## config.mk

```make
export PLATFORM = sky130hd
export DESIGN_NAME = hcrh_top
export DESIGN_NICKNAME = d
export VERILOG_FILES = /design/src/hdl/hcrh_pkg.sv /design/src/hdl/hcrh_sync.sv /design/src/hdl/hcrh_top.sv
export VERILOG_INCLUDE_DIRS = /design/src /design/src/hdl
export SDC_FILE = /design/constraint.sdc
export NUM_CORES = 1
export LEC_CHECK = 0
export ABC_AREA = 1
export BUFFER_PORTS_ARGS = -buffer_cell sky130_fd_sc_hd__buf_2
export CAP_MARGIN = 20
export CORE_MARGIN = 2
export CORE_UTILIZATION = 40
export CTS_BUF_LIST = sky130_fd_sc_hd__clkbuf_16
export CTS_CLUSTER_DIAMETER = 150
export CTS_CLUSTER_SIZE = 12
export DETAILED_ROUTE_END_ITERATION = 8
export HOLD_SLACK_MARGIN = 0.08
export PLACE_DENSITY = 0.67
export REMOVE_ABC_BUFFERS = 1
export SYNTH_ARGS = -nofsm -noshare
export SYNTH_HDL_FRONTEND = slang
export SYNTH_SLANG_ARGS = --single-unit
```

## constraint.sdc

```tcl
create_clock -name clk -period 1.9 [get_ports clk]
set_input_delay 0.19 -clock clk [delete_from_list [all_inputs] [get_ports clk]]
set_output_delay 0.19 -clock clk [all_outputs]
set_load 0.005 [all_outputs]
```

## src/hdl/hcrh_regs.svh

```systemverilog
/*
  Constants for the host cycle ready handshake block.
  Assumes a single 25 MHz clock and a synchronous active-high reset.
*/
// Function
// - With the latch-enable flavour selected the handshake pin is an active-low ready output.
// - With the address-strobe flavour selected the handshake pin is an active-low transfer acknowledge output.
// - During a cycle the handshake output stays high and goes low only once the cycle can complete.
// - In hardware-strap mode the handshake pin is an input that commands receive muting on loss of signal.
// - In the latch-enable flavour the address is latched on the falling edge of the latch-enable input.
`ifndef HCRH_REGS_SVH
`define HCRH_REGS_SVH

`define HCRH_TYPE_LATCH 2'h0
`define HCRH_TYPE_STROBE 2'h1
`define HCRH_ADDR_WIDTH 7
`define HCRH_ACCESS_NS 80
`define HCRH_CLK_NS 40
`define HCRH_ACCESS_CYCLES ((`HCRH_ACCESS_NS + `HCRH_CLK_NS - 1) / `HCRH_CLK_NS)

`endif

```

## src/hdl/hcrh_pkg.sv

```systemverilog
/*
  Types for the host cycle ready handshake block.
  Assumes hcrh_regs.svh is available on the include path.
*/
package hcrh_pkg;
    typedef enum logic [1:0] {hcrh_idle, hcrh_wait, hcrh_ack, hcrh_done} hcrh_state_type;
endpackage : hcrh_pkg

```

## src/hdl/hcrh_sync.sv

```systemverilog
/*
  Three-stage input synchroniser with a second/third stage agreement filter.
  Assumes the input is asynchronous to clk.
*/
`timescale 1ns/1ps
module hcrh_sync
(
    // Clock and reset
    input wire logic clk,
    input wire logic reset,
    // Raw and clean level
    input wire logic pin,
    output logic level
);
    logic [2:0] stage;
    logic [2:0] next_stage;
    logic next_level;

    always_comb
    begin
        next_stage = {stage[1:0], pin};
        next_level = (stage[1] == stage[2]) ? stage[2] : level;
    end

    always_ff @(posedge clk)
    begin
        if (reset)
        begin
            stage <= 3'h0;
            level <= 1'h0;
        end
        else
        begin
            stage <= next_stage;
            level <= next_level;
        end
    end
endmodule : hcrh_sync

```

## src/hdl/hcrh_top.sv

```systemverilog
/*
  Cycle-completion handshake of the asynchronous host port.
  Assumes host pins are asynchronous; all but the address bus pass through hcrh_sync; the
  pin wire level is resolved outside from the enable.
*/
`timescale 1ns/1ps
`include "hcrh_regs.svh"
module hcrh_top
    import hcrh_pkg::*;
(
    // Clock and reset
    input wire logic clk,
    input wire logic reset,
    // Mode straps
    input wire logic host_mode,
    input wire logic [1:0] host_interface_type_select,
    // Host cycle pins
    input wire logic chip_select_n,
    input wire logic address_latch_or_strobe_input,
    input wire logic [`HCRH_ADDR_WIDTH-1:0] address_bus,
    // Handshake pin
    input wire logic cycle_complete_handshake_pin_in,
    output logic cycle_complete_handshake_pin_out,
    output logic cycle_complete_handshake_pin_oe,
    // Internal side
    output logic [`HCRH_ADDR_WIDTH-1:0] latched_address,
    output logic cycle_start,
    output logic receive_silence_on_signal_loss_input
);
    logic cs_active;
    logic cs_active_pin;
    logic ale_level;
    logic mute_level;
    logic ale_prev;
    logic next_ale_prev;
    logic [`HCRH_ADDR_WIDTH-1:0] next_latched_address;
    logic next_cycle_start;
    hcrh_state_type state;
    hcrh_state_type next_state;
    logic [1:0] count;
    logic [1:0] next_count;
    logic hs_out;
    logic next_hs_out;
    logic latch_flavour;
    logic strobe_flavour;
    logic in_cycle;

    // Chip select is inverted ahead of the synchroniser so its zero reset value reads as no cycle;
    // syncing the raw pin would show a phantom cycle for the first edges after reset
    assign cs_active_pin = !chip_select_n;
    hcrh_sync u_cs (.clk(clk), .reset(reset), .pin(cs_active_pin), .level(cs_active));
    hcrh_sync u_ale (.clk(clk), .reset(reset), .pin(address_latch_or_strobe_input), .level(ale_level));
    hcrh_sync u_mute (.clk(clk), .reset(reset), .pin(cycle_complete_handshake_pin_in), .level(mute_level));

    assign latch_flavour = host_interface_type_select == `HCRH_TYPE_LATCH;
    assign strobe_flavour = host_interface_type_select == `HCRH_TYPE_STROBE;
    // Strobe flavour needs the strobe low as well; latch flavour only chip select
    assign in_cycle = host_mode && cs_active && (latch_flavour || (strobe_flavour && !ale_level));

    // Address capture; the bus is assumed stable around the strobe edge
    always_comb
    begin
        next_ale_prev = ale_level;
        next_latched_address = latched_address;
        next_cycle_start = 1'h0;
        if (host_mode && latch_flavour && ale_prev && !ale_level)
        begin
            next_latched_address = address_bus;
            next_cycle_start = 1'h1;
        end
        else if (host_mode && strobe_flavour && ale_prev && !ale_level)
        begin
            next_latched_address = address_bus;
            next_cycle_start = 1'h1;
        end
    end

    always_ff @(posedge clk)
    begin
        if (reset)
        begin
            ale_prev <= 1'h0;
            latched_address <= '0;
            cycle_start <= 1'h0;
        end
        else
        begin
            ale_prev <= next_ale_prev;
            latched_address <= next_latched_address;
            cycle_start <= next_cycle_start;
        end
    end

    // Handshake sequencer; output is high until the access time elapses
    always_comb
    begin
        next_state = state;
        next_count = count;
        next_hs_out = 1'h1;
        case (state)
            hcrh_idle:
            begin
                next_count = 2'h0;
                if (in_cycle)
                begin
                    next_state = hcrh_wait;
                end
            end
            hcrh_wait:
            begin
                next_count = count + 2'h1;
                if (!in_cycle)
                begin
                    next_state = hcrh_idle;
                end
                else if (count == 2'(`HCRH_ACCESS_CYCLES - 1))
                begin
                    next_state = hcrh_ack;
                    next_hs_out = 1'h0;
                end
            end
            hcrh_ack:
            begin
                next_hs_out = 1'h0;
                if (!cs_active || !host_mode)
                begin
                    next_state = hcrh_done;
                    next_hs_out = 1'h1;
                end
            end
            hcrh_done:
            begin
                next_state = hcrh_idle;
            end
            default:
            begin
                next_state = hcrh_idle;
            end
        endcase
    end

    always_ff @(posedge clk)
    begin
        if (reset)
        begin
            state <= hcrh_idle;
            count <= 2'h0;
            hs_out <= 1'h1;
        end
        else
        begin
            state <= next_state;
            count <= next_count;
            hs_out <= next_hs_out;
        end
    end

    // Same active-low pin whether it acts as ready or as acknowledge
    assign cycle_complete_handshake_pin_out = hs_out;
    assign cycle_complete_handshake_pin_oe = host_mode;
    assign receive_silence_on_signal_loss_input = !host_mode && mute_level;

    property p_low_needs_cycle;
        @(posedge clk) disable iff (reset)
        !cycle_complete_handshake_pin_out |-> $past(in_cycle);
    endproperty
    a_low_needs_cycle: assert property (p_low_needs_cycle) else $error("handshake low outside a cycle");

    property p_ack_timing;
        @(posedge clk) disable iff (reset)
        (state == hcrh_idle && in_cycle) ##1 in_cycle [*2] |=> !cycle_complete_handshake_pin_out;
    endproperty
    a_ack_timing: assert property (p_ack_timing) else $error("handshake late");

    property p_not_early;
        @(posedge clk) disable iff (reset)
        (state == hcrh_idle && in_cycle) |=> cycle_complete_handshake_pin_out [*2];
    endproperty
    a_not_early: assert property (p_not_early) else $error("handshake early");

    property p_release;
        @(posedge clk) disable iff (reset)
        (state == hcrh_ack && !cs_active) |=> cycle_complete_handshake_pin_out;
    endproperty
    a_release: assert property (p_release) else $error("handshake not released");

    property p_strap_input;
        @(posedge clk) disable iff (reset)
        !host_mode |-> !cycle_complete_handshake_pin_oe;
    endproperty
    a_strap_input: assert property (p_strap_input) else $error("pin driven in strap mode");

    property p_mute_follow;
        @(posedge clk) disable iff (reset)
        receive_silence_on_signal_loss_input |-> !host_mode && mute_level;
    endproperty
    a_mute_follow: assert property (p_mute_follow) else $error("mute output wrong");

    property p_latch;
        @(posedge clk) disable iff (reset)
        (host_mode && latch_flavour && ale_prev && !ale_level) |=> cycle_start && latched_address == $past(address_bus);
    endproperty
    a_latch: assert property (p_latch) else $error("address not latched");

    property p_driven_host;
        @(posedge clk) disable iff (reset)
        host_mode && (latch_flavour || strobe_flavour) |-> cycle_complete_handshake_pin_oe;
    endproperty
    a_driven_host: assert property (p_driven_host) else $error("handshake not driven");

    property p_abort;
        @(posedge clk) disable iff (reset)
        (state == hcrh_wait && !in_cycle) |=> state == hcrh_idle && cycle_complete_handshake_pin_out;
    endproperty
    a_abort: assert property (p_abort) else $error("dropped cycle not abandoned");

    property p_strap_quiet;
        @(posedge clk) disable iff (reset)
        !host_mode |=> cycle_complete_handshake_pin_out;
    endproperty
    a_strap_quiet: assert property (p_strap_quiet) else $error("handshake low in strap mode");

    property p_strap_no_start;
        @(posedge clk) disable iff (reset)
        !host_mode |=> !cycle_start;
    endproperty
    a_strap_no_start: assert property (p_strap_no_start) else $error("cycle start in strap mode");
endmodule : hcrh_top

```

; ---- Yosys cells after proc, flatten, opt, wreduce, memory -nomap -nowiden
; Index checks and enable logic that the tools add are counted.
[word_totals]
ff_bits = 26
input_bits = 15
out_inout_bits = 11
elab_cells = 59
[op_classes]
n_addsub = 1
eq_ne = 11
mux = 14
reduce_logical = 21
[ops]
columns = operator, n
row1 = 7-bit two-way mux, 2
row2 = 1-bit logical AND, 10
row3 = 2-bit two-way mux, 4
row4 = 2-bit case mux with 4 select lines, 1
row5 = "2-bit by 1-bit == test with 1-bit output, second input constant", 3
row6 = 1-bit two-way mux, 5
row7 = "2-bit == test, second input constant", 2
row8 = 1-bit zero test, 4
row9 = 2-bit zero test, 2
row10 = "2-bit != test, second input constant", 2
row11 = 2-bit case mux with 2 select lines, 1
row12 = 2-bit nonzero test, 2
row13 = 1-bit == test, 3
row14 = "3-bit != test, second input constant", 1
row15 = 3-bit AND reduction, 1
row16 = "2-bit by 1-bit adder with 2-bit output, second input constant", 1
row17 = 1-bit logical OR, 2
row18 = 1-bit case mux with 2 select lines, 1

; ---- Depth between registers and ports, before layout
[depth]
word_depth = 6
mapped_depth = 9
mapped_depth_nobuf = 9

; ---- By module
; From an unflattened synthesis, not the netlist that was laid out.
[hier_totals]
cells_unflattened = 126
area_unflattened_um2 = 999.7
[modules_own_cells]
columns = mod, n_inst, cells_each, area_per_inst_um2, seq_area_each_um2
row1 = hcrh_top, 1, 87, 635.6, 280.3
row2 = hcrh_sync, 3, 13, 121.4, 80.1

; ---- Worst setup path before layout
; No wires, ideal clock.
[synth_path]
path_type = reg2reg
startpoint = register state[0]
endpoint = register state[0]
setup_ns = 0.113
arrival_time_ns = 1.043
t_required_ns = 1.787
path_slack_ns = 0.745
stages_incl_launch_ff = 9
n_path_buf = 0
period_less_slack_ns = 1.155
cell_sequence = dfxtp_1 inv_1 ha_1 nand3_1 nand2_1 nor2_1 nand2_1 nand2_1 nor2_1
[synth_via]
elab_chain_len = 3
word_cells_on_any_way = 9
cone_classes = eq/ne: 6 / mux: 1 / reduce/logical: 2
[synth_rtl]
columns = item, line_no
row1 = start: declaration, hcrh_top.sv:38  ; hcrh_state_type state;
row2 = start signal: assignment, hcrh_top.sv:146  ; state <= hcrh_idle;
row3 = start signal: assignment, hcrh_top.sv:152  ; state <= next_state;
row4 = 2-bit by 1-bit == test with 1-bit output (tied with other cells), hcrh_top.sv:100  ; case (state)
row5 = 3-bit != test (no line) / 2-bit != test (equally long branches), -
row6 = 3-bit AND reduction (no line), -
; Parallel ways exist; a longest one is shown, timed or not.
; A chain may end at the register's enable or synchronous reset.

; ---- Worst setup path after layout
; Ends and elaborated chain as after synthesis.

==> metrics.csv <==
metric,value,unit
finalSetupViolCount,0,
wire_per_inst,9.39,um
synth_area,1010,um2
hp-class,in -> reg,
p_leak,0.590,nW
synth_cell_types,16,
crit_chain,"inv_1, ha_1, nand3_1, nand2_1, nor2_1, nand2_1, nand2_1, nor2_1",
reg2reg_from,state[0],
ios,26,
cp_slowest_cell,dfxtp_1,
grt_pass1_vias,780,
maxCapViolations,0,
dr.pass1.iters,4,
via_count,842,
r2r_end,state[0],
row_count,18,
crit_type,reg -> reg,
dp_hpwl,1.34,mm
cts_tree,built,
wl,1.77,mm
grt_usage,14.3,%
clock_skew,1.43,ps
layout.cells.non_filler,188,
grt_max_degree,16,
worst_pin_slew,304,ps
tns,0,ps
htree_levels,1,
use_met2,26.7,%
vdd_drop_max,0.000872,V
ys_ff_latch,26,
syn_avg_cell_area,7.75,um2
grt_first_pass_wirelength,3.04,mm
initialDrtViolationCount,5,
die_x,54.4,um
num-fill-cells,249,
syn-instance-count,131,
grt_busiest_layer,met2,
rsz0062_at_grt,false,
slew_headroom,79.7,%
start_util,41.7,%
ff2ff_path_depth,8,
overflow,0,
met3_usage,4.37,%
worstSkewPairLatency,250,ps
p_per_area,974,nW/um2
critPathMaxStageDelay,420,ps
arrival,1480,ps
clk_pin_slew,60,ps
dp_cells,183,
worst_path_most_repeated_cell,nand2_1,
avgViaCountPerCell,4.48,
ys_seq_area_share,51.3,%
drv_slew,0,
crit_path_end_kind,register,
antenna_found_initial,0,
numPortBuffers,25,
finalHoldViolCount,0,
max_freq,753,MHz
post_cts_resized,0,
die_h,54.4,um
cts_buffers,3,
gp_congestion,0.877,
crit_fanout,5,
required,2050,ps
drc,0,
cts_root_buf,clkbuf_16,
clkSinkCount,26,
period_share,69.9,%
crit_path_start_kind,register,
nNetsFinal,178,
num_antenna_cells,0,
critPathCapture,state[0],
worst-r2r-setup-slack,570,ps
layout-drive-gt1-share,20.9,%
coreArea,2430,um2
crit_path_start,state[0],
clock_path_buffers,2,
fp.dieArea,2960,um2
yosys_warnings,0,
antenna_left,0,
outcome,completed,
period_minus_slack,1330,ps
syn2layout_area_growth,22.6,%
use_met1,14.3,%
flip-flops by register name (all words and copies together), names as in the netlist, 2 cells and up, named ones only:
name	count
u_mute.stage	3
latched_address	7
u_ale.stage	3
count	2
u_cs.stage	3
logic make-up (layout without fill, tap and decap cells):
group / after synthesis / count (layout) / synth area share [%]
AO/OA/AOI/OAI: 17 / 17 / 8.88
adder cells (fa/ha/maj): 4 / 4 / 4.93
buffers and inverters: 27 / 54 / 11.1
flip-flops: 26 / 26 / 51.3
AND/OR/NAND/NOR: 57 / 57 / 23.8
routing by layer:
| layer | share of wire [%] | up-vias |
|---|---|---|
| li1 | - | 454 |
| met1 | 45 | 358 |
| met2 | 47 | 25 |
| met3 | 5.7 | 5 |
| met4 | 2.0 | 0 |
| met5 | 0 | - |
synthesized netlist by cell type (all sizes together):
master	instances	share of area, %
a211oi	2	1.5
inv	24	8.9
dfxtp	26	51
clkbuf	1	0.37
o21ai	10	4.9
a21oi	5	2.5
ha	4	4.9
nor2	38	15
nand3	4	3.0
nand4	3	1.8
nand2	12	4.4
buf	2	1.8
repair_timing:
action                    4_1_cts  5_1_grt
hold endpoints to repair        1        0
hold buffers                    1        0
buffers inserted                0        0
how the worst min path moves through the flow:
stage,cells past startpoint,start,to,slack [ps]
after detailed placement,2,chip_select_n,u_cs.stage[0],350
final,3,address_latch_or_strobe_input,u_ale.stage[0],130
after global placement,2,chip_select_n,u_cs.stage[0],350
after CTS,3,address_latch_or_strobe_input,u_ale.stage[0],130
after global routing,3,address_latch_or_strobe_input,u_ale.stage[0],140
after floorplan,1,reset,u_cs.stage[0],260
metrics by stage:
| step | util, % | worst slack (ps) | instance area, um2 | power (mW) | hold slack (ps) |
|---|---|---|---|---|---|
| finish | 51.1 | 573 | 1240 | 1.21 | 133 |
| global route | 51.1 | 381 | 1240 | 1.29 | 140 |
| CTS | 51.1 | 571 | 1240 | 1.23 | 131 |
| detailed placement | 47.5 | 599 | 1150 | 0.764 | 352 |
| global placement | 47.5 | 695 | 1150 | 0.752 | 347 |
| floorplan | - | 743 | 992 | 0.709 | 257 |
final cells by class:
type,instances,area (um2),area share [%]
Sequential cell,26,520,41.9
Multi-Input combinational cell,78,382,30.7
Timing Repair Buffer,26,135,10.9
Inverter,24,90.1,7.24
Clock buffer,3,75.1,6.04
Tap cell,30,37.5,3.02
Clock inverter,1,3.75,0.302
cells in the final DEF (no fill, tap or decap):
| cell | instances |
|---|---|
| nor2_1 | 36 |
| dfxtp_1 | 26 |
| buf_2 | 25 |
| inv_1 | 23 |
| nand2_1 | 12 |
| o21ai_0 | 10 |
| a21oi_1 | 5 |
| ha_1 | 4 |
| nand4_1 | 3 |
| clkbuf_16 | 3 |
| nor2_2 | 2 |
| nand3_2 | 2 |
| nand3_1 | 2 |
| a211oi_1 | 2 |
| inv_2 | 1 |
| clkinv_1 | 1 |
| dlygate4sd3_1 | 1 |
worst max-delay path: cells and delay by family, from the launching register on:
| kind | cells | cell delay, ps |
|---|---|---|
| and+or+nand+nor | 6 | 470 |
| adders and majority gates | 1 | 230 |
| buffers and inverters | 1 | 90 |
| DFF | 1 | 420 |
report_power, final:
part / internal (mW) / switching, mW
registers: 0.573 / 0.0191
logic: 0.0656 / 0.0963
clock network: 0.281 / 0.176
total: 0.919 / 0.292
(Power assumes the default switching activity.)
